File: config.mk
export PLATFORM = sky130hd
export DESIGN_NAME = eeprom_link
export DESIGN_NICKNAME = d
export VERILOG_FILES = /design/src/hw/eeprom_link_pkg.sv /design/src/hw/pin_sync.sv /design/src/hw/eeprom_link.sv
export VERILOG_INCLUDE_DIRS = /design/src /design/src/hw
export SDC_FILE = /design/constraint.sdc
export NUM_CORES = 1
export LEC_CHECK = 0
export ABC_AREA = 1
export BUFFER_PORTS_ARGS = -buffer_cell sky130_fd_sc_hd__buf_2
export CAP_MARGIN = 40
export CELL_PAD_IN_SITES_DETAIL_PLACEMENT = 0
export CELL_PAD_IN_SITES_GLOBAL_PLACEMENT = 2
export CORE_MARGIN = 1
export CORE_UTILIZATION = 33
export DETAILED_ROUTE_END_ITERATION = 16
export PLACE_DENSITY_LB_ADDON = 0.3
export RECOVER_POWER = 50
export SYNTH_ARGS = -nofsm -noshare
export SYNTH_HDL_FRONTEND = slang
export SYNTH_SLANG_ARGS = --single-unit
File: constraint.sdc
create_clock -name CLK -period 2 [get_ports CLK]
set_input_delay 0.3 -clock CLK [delete_from_list [all_inputs] [get_ports CLK]]
set_output_delay 0.3 -clock CLK [all_outputs]
set_load 0.02 [all_outputs]
File: src/hw/eeprom_link_defs.svh
/*
 * Constants of the two-wire slave front end: address pattern, bit counts,
 * self-timed program time.
 * Assumes a 20 MHz core clock; included by its bare name.
 */
`ifndef EEPROM_LINK_DEFS_SVH
`define EEPROM_LINK_DEFS_SVH

`define FAMILY_PATTERN 4'hA
`define BITS_PER_WORD 4'h8
`define ACK_BIT_INDEX 4'h8
`define CLK_PERIOD_NS 50
`define PROGRAM_TIME_MS 5
`define PROGRAM_CYCLES ((`PROGRAM_TIME_MS * 1000000) / `CLK_PERIOD_NS)
`define RW_READ 1'b1

`endif

File: src/hw/eeprom_link_pkg.sv
/*
 * Types of the two-wire slave front end.
 * Assumes eeprom_link_defs.svh is available to the compile.
 */
`default_nettype none

package eeprom_link_pkg;
	typedef enum logic [5:0] {
		ST_STANDBY = 6'h01,
		ST_ADDR = 6'h02,
		ST_ACK = 6'h04,
		ST_RX = 6'h08,
		ST_TX = 6'h10,
		ST_TX_ACK = 6'h20
	} link_state_t;

	typedef enum logic [0:0] {
		DENSITY_SMALL = 1'b0,
		DENSITY_LARGE = 1'b1
	} density_t;
endpackage : eeprom_link_pkg

`default_nettype wire

File: src/hw/pin_sync.sv
/*
 * Two-flop synchroniser for one asynchronous level.
 * Assumes the input is from outside the CLK domain.
 */
`default_nettype none

module pin_sync #(
	parameter logic RESET_VALUE = 1'b1
) (
	input wire logic clk,
	input wire logic reset,
	input wire logic async_in,
	output logic sync_out
);
	logic meta_q;
	logic meta_d;
	logic sync_d;

	always_comb begin
		meta_d = async_in;
		sync_d = meta_q;
	end

	// the first stage is read by the second stage only
	always_ff @(posedge clk) begin
		if (reset) begin
			meta_q <= RESET_VALUE;
			sync_out <= RESET_VALUE;
		end else begin
			meta_q <= meta_d;
			sync_out <= sync_d;
		end
	end
endmodule : pin_sync

`default_nettype wire

File: src/hw/eeprom_link.sv
/*
 * Slave-side two-wire protocol front end of a small serial EEPROM: start and
 * stop detection, device address match, byte receive and transmit with
 * ninth-clock acknowledge, and the self-timed program cycle.
 * Assumes the serial clock and data pins are asynchronous and much slower
 * than CLK; the memory array sits outside on the user-side ports.
 */
`default_nettype none
`include "eeprom_link_defs.svh"

module eeprom_link
	import eeprom_link_pkg::*;
#(
	parameter int PROGRAM_CYCLES = `PROGRAM_CYCLES
) (
	input wire logic CLK,
	input wire logic RESET,
	input wire logic SCL,
	input wire logic SDA_IN,
	output logic SDA_OUT,
	output logic SDA_OE_N,
	input wire logic CHIP_SELECT_HIGH_PIN,
	input wire logic CHIP_SELECT_MID_PIN,
	input wire logic CHIP_SELECT_LOW_PIN,
	input wire eeprom_link_pkg::density_t DENSITY,
	input wire logic [7:0] TX_DATA,
	output logic [7:0] RX_DATA,
	output logic RX_VALID,
	output logic TX_TAKEN,
	output logic SELECTED,
	output logic READ_MODE,
	output logic [1:0] PAGE_BITS,
	output logic PROGRAMMING,
	output logic STANDBY
);
	import eeprom_link_pkg::*;

	localparam int CNT_W = $clog2(PROGRAM_CYCLES + 1);

	// ------------------------------------------------------------
	// pin synchronisers
	// ------------------------------------------------------------
	logic scl_s;
	logic sda_s;
	logic scl_prev_q;
	logic sda_prev_q;
	logic sel_hi_s;
	logic sel_mid_s;
	logic density_s;

	pin_sync #(.RESET_VALUE(1'b1)) u_scl_sync (
		.clk(CLK),
		.reset(RESET),
		.async_in(SCL),
		.sync_out(scl_s)
	);

	pin_sync #(.RESET_VALUE(1'b1)) u_sda_sync (
		.clk(CLK),
		.reset(RESET),
		.async_in(SDA_IN),
		.sync_out(sda_s)
	);

	// straps are pins as well; they sit still, so two flops are enough
	pin_sync #(.RESET_VALUE(1'b0)) u_sel_hi_sync (
		.clk(CLK), .reset(RESET), .async_in(CHIP_SELECT_HIGH_PIN), .sync_out(sel_hi_s)
	);
	pin_sync #(.RESET_VALUE(1'b0)) u_sel_mid_sync (
		.clk(CLK), .reset(RESET), .async_in(CHIP_SELECT_MID_PIN), .sync_out(sel_mid_s)
	);
	pin_sync #(.RESET_VALUE(1'b0)) u_density_sync (
		.clk(CLK), .reset(RESET), .async_in(DENSITY), .sync_out(density_s)
	);

	always_ff @(posedge CLK) begin
		if (RESET) begin
			scl_prev_q <= 1'b1;
			sda_prev_q <= 1'b1;
		end else begin
			scl_prev_q <= scl_s;
			sda_prev_q <= sda_s;
		end
	end

	// ------------------------------------------------------------
	// condition and edge detection
	// ------------------------------------------------------------
	logic scl_rise;
	logic scl_fall;
	logic start_seen;
	logic stop_seen;

	always_comb begin
		scl_rise = scl_s & ~scl_prev_q;
		scl_fall = ~scl_s & scl_prev_q;
		// a data edge while the clock stays high is never data
		start_seen = scl_s & scl_prev_q & sda_prev_q & ~sda_s;
		stop_seen = scl_s & scl_prev_q & ~sda_prev_q & sda_s;
	end

	// ------------------------------------------------------------
	// address match
	// ------------------------------------------------------------
	logic [7:0] shift_q;
	logic [7:0] shift_d;
	logic addr_match;

	always_comb begin
		addr_match = (shift_q[7:4] == `FAMILY_PATTERN);
		if (density_s == DENSITY_SMALL) begin
			// low select pin unused, bit 1 is a page bit
			addr_match = addr_match & (shift_q[3] == sel_hi_s)
				& (shift_q[2] == sel_mid_s);
		end else begin
			addr_match = addr_match & (shift_q[3] == sel_hi_s);
		end
	end

	// ------------------------------------------------------------
	// protocol state machine
	// ------------------------------------------------------------
	link_state_t state_q;
	link_state_t state_d;
	logic [3:0] bit_cnt_q;
	logic [3:0] bit_cnt_d;
	logic sda_oe_n_d;
	logic sda_out_d;
	logic [7:0] rx_data_d;
	logic rx_valid_d;
	logic tx_taken_d;
	logic selected_d;
	logic read_mode_d;
	logic [1:0] page_bits_d;
	logic wrote_q;
	logic wrote_d;
	logic prog_start;
	logic [CNT_W-1:0] prog_cnt_q;
	logic [CNT_W-1:0] prog_cnt_d;
	logic programming_d;
	logic standby_d;
	logic master_ack_q;
	logic master_ack_d;

	always_comb begin
		state_d = state_q;
		bit_cnt_d = bit_cnt_q;
		shift_d = shift_q;
		sda_oe_n_d = SDA_OE_N;
		sda_out_d = 1'b0;
		rx_data_d = RX_DATA;
		rx_valid_d = 1'b0;
		tx_taken_d = 1'b0;
		selected_d = SELECTED;
		read_mode_d = READ_MODE;
		page_bits_d = PAGE_BITS;
		wrote_d = wrote_q;
		master_ack_d = master_ack_q;
		prog_start = 1'b0;
		if (PROGRAMMING) begin
			// all pin activity ignored until the cycle ends
			state_d = ST_STANDBY;
			sda_oe_n_d = 1'b1;
			selected_d = 1'b0;
		end else if (stop_seen) begin
			state_d = ST_STANDBY;
			sda_oe_n_d = 1'b1;
			selected_d = 1'b0;
			prog_start = wrote_q;
			wrote_d = 1'b0;
		end else if (start_seen) begin
			state_d = ST_ADDR;
			bit_cnt_d = 4'h0;
			// a repeated start abandons a write: no program cycle from it
			wrote_d = 1'b0;
			sda_oe_n_d = 1'b1;
			selected_d = 1'b0;
		end else begin
			case (state_q)
				ST_STANDBY: begin
					sda_oe_n_d = 1'b1;
				end
				ST_ADDR, ST_RX: begin
					if (scl_rise) begin
						shift_d = {shift_q[6:0], sda_s};
						bit_cnt_d = bit_cnt_q + 4'h1;
					end else if (scl_fall && bit_cnt_q == `BITS_PER_WORD) begin
						if (state_q == ST_ADDR && !addr_match) begin
							state_d = ST_STANDBY;
						end else begin
							state_d = ST_ACK;
							sda_oe_n_d = 1'b0;
							if (state_q == ST_ADDR) begin
								selected_d = 1'b1;
								read_mode_d = (shift_q[0] == `RW_READ);
								page_bits_d = (density_s == DENSITY_SMALL)
									? {1'b0, shift_q[1]} : shift_q[2:1];
							end else begin
								rx_data_d = shift_q;
								rx_valid_d = 1'b1;
								wrote_d = 1'b1;
							end
						end
					end
				end
				ST_ACK: begin
					// release after the ninth clock's falling edge, or put TX_DATA[7] out in a read
					if (scl_fall) begin
						bit_cnt_d = 4'h0;
						if (READ_MODE) begin
							state_d = ST_TX;
							shift_d = {TX_DATA[6:0], 1'b0};
							sda_oe_n_d = TX_DATA[7];
							tx_taken_d = 1'b1;
							bit_cnt_d = 4'h1;
						end else begin
							state_d = ST_RX;
							sda_oe_n_d = 1'b1;
						end
					end
				end
				ST_TX: begin
					if (scl_fall) begin
						if (bit_cnt_q == `BITS_PER_WORD) begin
							state_d = ST_TX_ACK;
							sda_oe_n_d = 1'b1;
						end else begin
							sda_oe_n_d = shift_q[7];
							shift_d = {shift_q[6:0], 1'b0};
							bit_cnt_d = bit_cnt_q + 4'h1;
						end
					end
				end
				ST_TX_ACK: begin
					if (scl_rise) begin
						master_ack_d = ~sda_s;
					end else if (scl_fall) begin
						if (master_ack_q) begin
							state_d = ST_TX;
							shift_d = {TX_DATA[6:0], 1'b0};
							sda_oe_n_d = TX_DATA[7];
							tx_taken_d = 1'b1;
							bit_cnt_d = 4'h1;
						end else begin
							// no ack: wait idle for the stop
							state_d = ST_STANDBY;
							selected_d = 1'b0;
						end
					end
				end
				default: begin
					state_d = ST_STANDBY;
				end
			endcase
		end
	end

	// ------------------------------------------------------------
	// self-timed program cycle
	// ------------------------------------------------------------
	always_comb begin
		prog_cnt_d = prog_cnt_q;
		programming_d = PROGRAMMING;
		if (prog_start) begin
			prog_cnt_d = CNT_W'(PROGRAM_CYCLES - 1);
			programming_d = 1'b1;
		end else if (PROGRAMMING) begin
			if (prog_cnt_q == '0) begin
				programming_d = 1'b0;
			end else begin
				prog_cnt_d = prog_cnt_q - CNT_W'(1);
			end
		end
		standby_d = (state_d == ST_STANDBY) & ~programming_d;
	end

	always_ff @(posedge CLK) begin
		if (RESET) begin
			state_q <= ST_STANDBY;
			bit_cnt_q <= 4'h0;
			shift_q <= 8'h00;
			SDA_OE_N <= 1'b1;
			SDA_OUT <= 1'b0;
			RX_DATA <= 8'h00;
			RX_VALID <= 1'b0;
			TX_TAKEN <= 1'b0;
			SELECTED <= 1'b0;
			READ_MODE <= 1'b0;
			PAGE_BITS <= 2'h0;
			wrote_q <= 1'b0;
			master_ack_q <= 1'b0;
			prog_cnt_q <= '0;
			PROGRAMMING <= 1'b0;
			STANDBY <= 1'b1;
		end else begin
			state_q <= state_d;
			bit_cnt_q <= bit_cnt_d;
			shift_q <= shift_d;
			SDA_OE_N <= sda_oe_n_d;
			SDA_OUT <= sda_out_d;
			RX_DATA <= rx_data_d;
			RX_VALID <= rx_valid_d;
			TX_TAKEN <= tx_taken_d;
			SELECTED <= selected_d;
			READ_MODE <= read_mode_d;
			PAGE_BITS <= page_bits_d;
			wrote_q <= wrote_d;
			master_ack_q <= master_ack_d;
			prog_cnt_q <= prog_cnt_d;
			PROGRAMMING <= programming_d;
			STANDBY <= standby_d;
		end
	end
endmodule : eeprom_link

`default_nettype wire

**Word level (Yosys, flattened, before mapping)**

Index checks and enable logic that the tools add are counted.

- Flip-flop bits (word level): 66
- Output and inout port bits: 18

- $add $sub $neg: 2
- Equal/unequal tests: 35
- Multiplexer cells: 76
- Bitwise logic cells: 24
- Reductions and logical operators: 25

Operators by type and width:

| kind | number |
|---|---|
| $mux 8 | 8 |
| $mux 6 | 10 |
| $mux 17 | 3 |
| $mux 1 | 37 |
| $mux 4 | 8 |
| $pmux 8 s4 | 1 |
| $pmux 6 s5 | 1 |
| $ne 2x2->1 const B | 14 |
| $ne 3x3->1 const B | 9 |
| $reduce_and 8->1 | 3 |
| $logic_not 17->1 | 1 |
| $sub 17x1->17 const B | 1 |
| $pmux 4 s4 | 1 |
| $not 1->1 | 14 |
| $eq 6x1->1 const B | 2 |
| $reduce_and 12->1 | 1 |
| $and 1x1->1 | 10 |
| $mux 5 | 2 |
| $reduce_and 10->1 | 1 |
| $reduce_bool 5->1 | 2 |
| $reduce_and 9->1 | 1 |
| $eq 4x4->1 const B | 2 |
| $reduce_or 8->1 | 1 |
| $eq 6x2->1 const B | 1 |
| 21 further kinds | 28 |

**Depth between registers and ports, before layout**

- Depth in word-level cells: 15
- Gate-level depth with buffers: 12
- Mapped depth without buffers: 12

**By module**

A second synthesis with hierarchy kept.

- Cells, all modules: 489
- Area total of the unflattened synthesis: 3324.4 sq um

Modules (own cells, without submodules):

| module | times used | cells an instance | area each (sq um) | sequential area each (sq um) |
|---|---|---|---|---|
| eeprom_link | 1 | 457 | 3041.7 | 1121.1 |
| pin_sync (u_density_sync ...) | 3 | 6 | 55.1 | 40.0 |
| pin_sync (u_scl_sync ...) | 2 | 7 | 58.8 | 40.0 |

**Worst setup path before layout**

No wires, ideal clock.

- Kind: register to register
- From: register prog_cnt_q[0]
- To: register prog_cnt_q[7]
- Library setup time: 0.110 ns
- Arrival: 1.503 ns
- Path slack: 0.387 ns
- Stages on the path, launching flop included: 13
- Buffers on the path: 1
- Cells stage by stage: dfxtp_1 inv_1 ha_1 nand2_1 nor2_4 nand3b_2 nand2_2 inv_2 buf_6 nand4_1 nand3_1 nand2_1 inv_1

- Cells in the longest elaborated chain, start to end: 4

Ends and longest elaborated chain:

| element | RTL line | RTL |
|---|---|---|
| from (decl) | eeprom_link.sv:138 | `logic [CNT_W-1:0] prog_cnt_q;` |
| from (signal assigned) | eeprom_link.sv:309 | `prog_cnt_q <= prog_cnt_d;` |
| $sub 17x1->17 | eeprom_link.sv:271 | `prog_cnt_d = prog_cnt_q - CNT_W'(1);` |
| $mux 17 | eeprom_link.sv:268 | `if (prog_cnt_q == '0) begin` |
| $mux 17 | eeprom_link.sv:267 | `end else if (PROGRAMMING) begin` |
| $mux 17 | eeprom_link.sv:264 | `if (prog_start) begin` |

Several ways; a longest one is shown, not always the timed one. The select of a mux whose other input is x is not followed.
A chain may end at the register's enable or synchronous reset.

**Final worst setup path**

- From: register u_scl_sync.sync_out
- To: register shift_q[1]

- Cells in the longest elaborated chain, start to end: 5

Ends and longest elaborated chain:

| element | RTL line | RTL |
|---|---|---|
| from (decl) | pin_sync.sv:13 | `output logic sync_out` |
| from (signal assigned) | pin_sync.sv:31 | `sync_out <= sync_d;` |
| $and 1x1->1 | eeprom_link.sv:98, eeprom_link.sv:99 |  |
| $and 1x1->1, on equally long branches (2 in a row) | eeprom_link.sv:99, eeprom_link.sv:98 |  |
| $not 1->1 (no source line) | -- |  |
| $reduce_and 12->1 (no source line) (*) | -- |  |
| to (signal assigned) | eeprom_link.sv:298 | `shift_q <= shift_d;` |
| to (decl) | eeprom_link.sv:105 | `logic [7:0] shift_q;` |

Every way passes the cells marked *; elsewhere a longest branch is shown, timed or not.

==> metrics.md <==
| Metric | Value |
|---|---|
| RSZ-0062 raised after global routing | `no` |
| Worst setup path endpoint | `shift_q[1]$_SDFFE_PP0P_` |
| Worst Path Arrival | `approximately 2.0 ns` |
| VDD IR max | `approximately 0.31 mV` |
| CTS root buf | `clkbuf_8` |
| TritonCTS clock tree | `yes` |
| Vias | `between 2000 and 3000` |
| Die H | `between 100 and 150 µm` |
| #FFs+latches synth | `66` |
| Synth Area per Inst | `a little over 7 µm²` |
| Startpoint Class | `flop` |
| # H-tree levels | `3` |
| Reg clk slew, reported paths | `roughly 0.07 ns` |
| GR Layer Usage met2 | `between 20% and 30%` |
| Ys async rst share | `0%` |
| Fmax | `between 500 and 600 MHz` |
| Largest family of logic cells by synthesized area | `simple AND/OR/NAND/NOR gates` |
| Final setup fails | `0` |
| P&R area growth vs syn | `15.2%` |
| FILL cells | `1098` |
| Skew final | `0.00961 ns` |
| Post-CTS Hold Fix Bufs | `0` |
| Finished Layout Cells | `between 600 and 700` |
| Final wirelength | `just over 8000 µm` |
| Cts bufs inserted | `9` |
| Largest net degree at the start of global routing | `29` |
| Crit. Startpoint | `u_scl_sync.sync_out$_SDFF_PP1_` |
| GRT met1 Usage | `between 20% and 30%` |
| Final min period | `1.77 ns` |
| Cells after Synth | `456` |
| Worst hold path depth | `2` |
| Worst Path Required | `between 2 and 2.5 ns` |
| Via-to-Cell Ratio | `4.68` |
| Peak fanout along the critical path | `10` |
| Nets | `518` |
| Vias in the first global route | `2871` |
| Placeable Area | `just under 0.01 mm²` |
| Initial core utilization | `33.9%` |
| Io pins | `34` |
| PD cells | `between 600 and 700 mW/mm²` |
| DP Area | `roughly 0.0037 mm²` |
| Num Clock Sinks | `66` |
| CP Class | `flop to flop` |
| Max Cap Violations | `0` |
| Synth cell types | `41` |
| Final instance area | `about 0.0038 mm²` |
| # DRC | `0` |
| Final setup TNS | `0 ns` |
| Crit Reg-Reg Endpoint | `shift_q[1]$_SDFFE_PP0P_` |
| Tcrit/Tclk final | `88.7%` |
| Reg2reg path depth | `10` |
| Clk Latency, worst-skew pair | `between 0.3 and 0.4 ns` |
| Port Buffers | `31` |
| Seq/Total Area, Yosys | `39.8%` |
| Mapped Nets | `~480` |
| Wire length per cell | `about 13 µm` |
| Final Max Tran Viols | `0` |
| Xor and xnor area share after synthesis | `1.58%` |
| Worst R2R Start | `u_scl_sync.sync_out$_SDFF_PP1_` |
| Yosys warning count | `0` |
| Post-Synth Simple-Gate Area | `between 30% and 40%` |
| Tot Pwr | `approximately 2.6 mW` |
| All-Layer GR Usage | `~18%` |
| Placement row count | `36` |
| Grt ovf | `0` |
| Hpwl dp | `~6000 µm` |
| Number of synthesized flops with an enable pin | `0` |
| Post-Synth Adder-Cell Area | `about 1.1%` |
| Fin. Hold Viols | `0` |
| Horiz. Die Dim | `~100 µm` |
| Clock Path Buffers | `2` |
| Mapped cell area | `about 0.0033 mm²` |
| Status | `complete, no violations` |
| Prevailing post-synth register cell | `dfxtp_1` |
| Met3 GRT Util | `between 3 and 4%` |
| Pleak | `1.70 nW` |
| First-pass GRT wire length | `about 14000 µm` |
| Synth Area in Compound Gates | `around an eighth` |
| Initial antenna violation count | `0` |
| CP Capture Type | `flop` |
| Share of layout cells above drive strength 1 | `roughly 16%` |
| FF-to-FF setup slack | `0.23 ns` |
| DR pass1 iterations | `5` |
| GPL Wtd Cong | `0.838` |
| DRT iter0 DRCs | `~130` |
| Worst min-delay path category | `input pin to flop` |
| Busiest grt layer | `met2` |
| # diodes | `0` |
| Hold_ws | `around 0.14 ns` |
| Post-route antenna net violation count | `0` |
| Die ar. | `roughly 0.010 mm²` |
| Inst Count DP | `slightly above 600` |
| Mux share of post-synthesis cell area | `1.36%` |
flip-flops by register name (all words and copies together), names as in the netlist, 2 cells and up:
| register | count |
|---|---|
| shift_q | 8 |
| bit_cnt_q | 4 |
| PAGE_BITS | 2 |
| RX_DATA | 8 |
| state_q | 6 |
| prog_cnt_q | 17 |
per-stage QoR:
stage / setup slack [ns] / util (%)
2_1_floorplan: 0.387 / -
3_3_place_gp: 0.220 / 37.5
3_5_place_dp: 0.202 / 37.5
4_1_cts: 0.195 / 39.5
5_1_grt: 0.0319 / 39.1
6_report: 0.226 / 39.1
synthesized netlist by cell type (2+ instances only):
cell | count | share of area [%]
a211oi_1 | 3 | 0.68
a21oi_1 | 32 | 4.8
a31oi_1 | 3 | 0.57
buf_2 | 2 | 0.30
buf_4 | 2 | 0.45
clkbuf_1 | 5 | 0.57
dfxtp_1 | 66 | 40
ha_1 | 3 | 1.1
inv_1 | 57 | 6.5
inv_4 | 2 | 0.38
mux2_2 | 4 | 1.4
nand2_1 | 67 | 7.6
nand2_2 | 4 | 0.75
nand2_4 | 5 | 1.7
nand3_1 | 29 | 4.4
nand3_2 | 5 | 1.5
nand3_4 | 2 | 1.1
nand3b_1 | 3 | 0.68
nand4_1 | 7 | 1.3
nor2_1 | 68 | 7.7
nor2_2 | 7 | 1.3
nor2_4 | 3 | 1.0
nor3_1 | 11 | 1.7
nor3b_1 | 4 | 0.91
o211ai_1 | 2 | 0.45
o21ai_0 | 35 | 5.3
o21ai_1 | 3 | 0.45
or2_2 | 5 | 0.94
xnor2_1 | 3 | 0.79
xor2_1 | 3 | 0.79
where the power goes:
group / switching, mW / leakage [nW] / internal (mW)
Sequential: 0.00892 / 0.534 / 1.33
Combinational: 0.0731 / 1.07 / 0.0377
Clock: 0.545 / 0.0917 / 0.572
cell families (layout without fill, tap and decap cells):
| kind of cell | after synthesis | count (layout) |
|---|---|---|
| flip-flops | 66 | 66 |
| other | 1 | 1 |
| AO/OA/AOI/OAI | 81 | 81 |
| multiplexers | 4 | 4 |
| AND/OR/NAND/NOR | 224 | 224 |
| buffers and inverters | 71 | 118 |
| XOR/XNOR | 6 | 6 |
| adder cells (fa/ha/maj) | 3 | 3 |
placed cells by master, fill, tap and decap left out, drive strengths merged, types with 4 or more instances in the layout:
cell type | netlist | routed
nor2 | 79 | 79
nand2 | 76 | 76
dfxtp | 66 | 66
inv | 60 | 61
o21ai | 38 | 38
nand3 | 36 | 36
a21oi | 33 | 33
clkbuf | 5 | 28
buf | 6 | 24
nor3 | 12 | 12
nand4 | 7 | 7
or2 | 5 | 5
nor3b | 4 | 4
mux2 | 4 | 4
nand3b | 4 | 4
what timing repair did:
item,4_1_cts,5_1_grt
gates resized for setup,0,1
setup endpoints to repair,0,3
buffers inserted,0,0
layout make-up:
cell class	count	area [µm²]	share of cell area [%]
well taps	133	166	4.35
inverters	60	230	6.02
flip-flops and latches	66	1320	34.6
multi-input cells	319	1700	44.4
clock buffers	9	124	3.24
clock inverters	6	67.6	1.77
repair buffers	43	216	5.66
worst max-delay path, cell delays in order, from the launching register on:
cell	delay [ns]
dfxtp_1	0.35
nand2_1	0.14
inv_1	0.06
nand3_2	0.13
nand2_2	0.10
nor2_1	0.26
nand3_2	0.18
nor2_8	0.22
inv_4	0.08
nor2_1	0.10
nor2_1	0.05
worst min path at each step:
| stage | from | to | slack (ns) |
|---|---|---|---|
| after global placement | u_sel_hi_sync.meta_q$_SDFF_PP0_ | u_sel_hi_sync.sync_out$_SDFF_PP0_ | 0.39 |
| after global routing | SCL | u_scl_sync.meta_q$_SDFF_PP1_ | 0.13 |
| final | SCL | u_scl_sync.meta_q$_SDFF_PP1_ | 0.14 |
| after detailed placement | u_sel_hi_sync.meta_q$_SDFF_PP0_ | u_sel_hi_sync.sync_out$_SDFF_PP0_ | 0.39 |
| after floorplan | u_density_sync.meta_q$_SDFF_PP0_ | u_density_sync.sync_out$_SDFF_PP0_ | 0.39 |
| after CTS | SDA_IN | u_sda_sync.meta_q$_SDFF_PP1_ | 0.12 |
per-layer routing:
metal / routed length [µm] / vias up / part of all wire, %
met4: 161 / 0 / 1.9
met3: 308 / 13 / 3.7
met2: 3670 / 45 / 44
met5: 0 / - / 0
li1: - / 1568 / -
met1: 4180 / 1353 / 50
(Power assumes the default switching activity.)
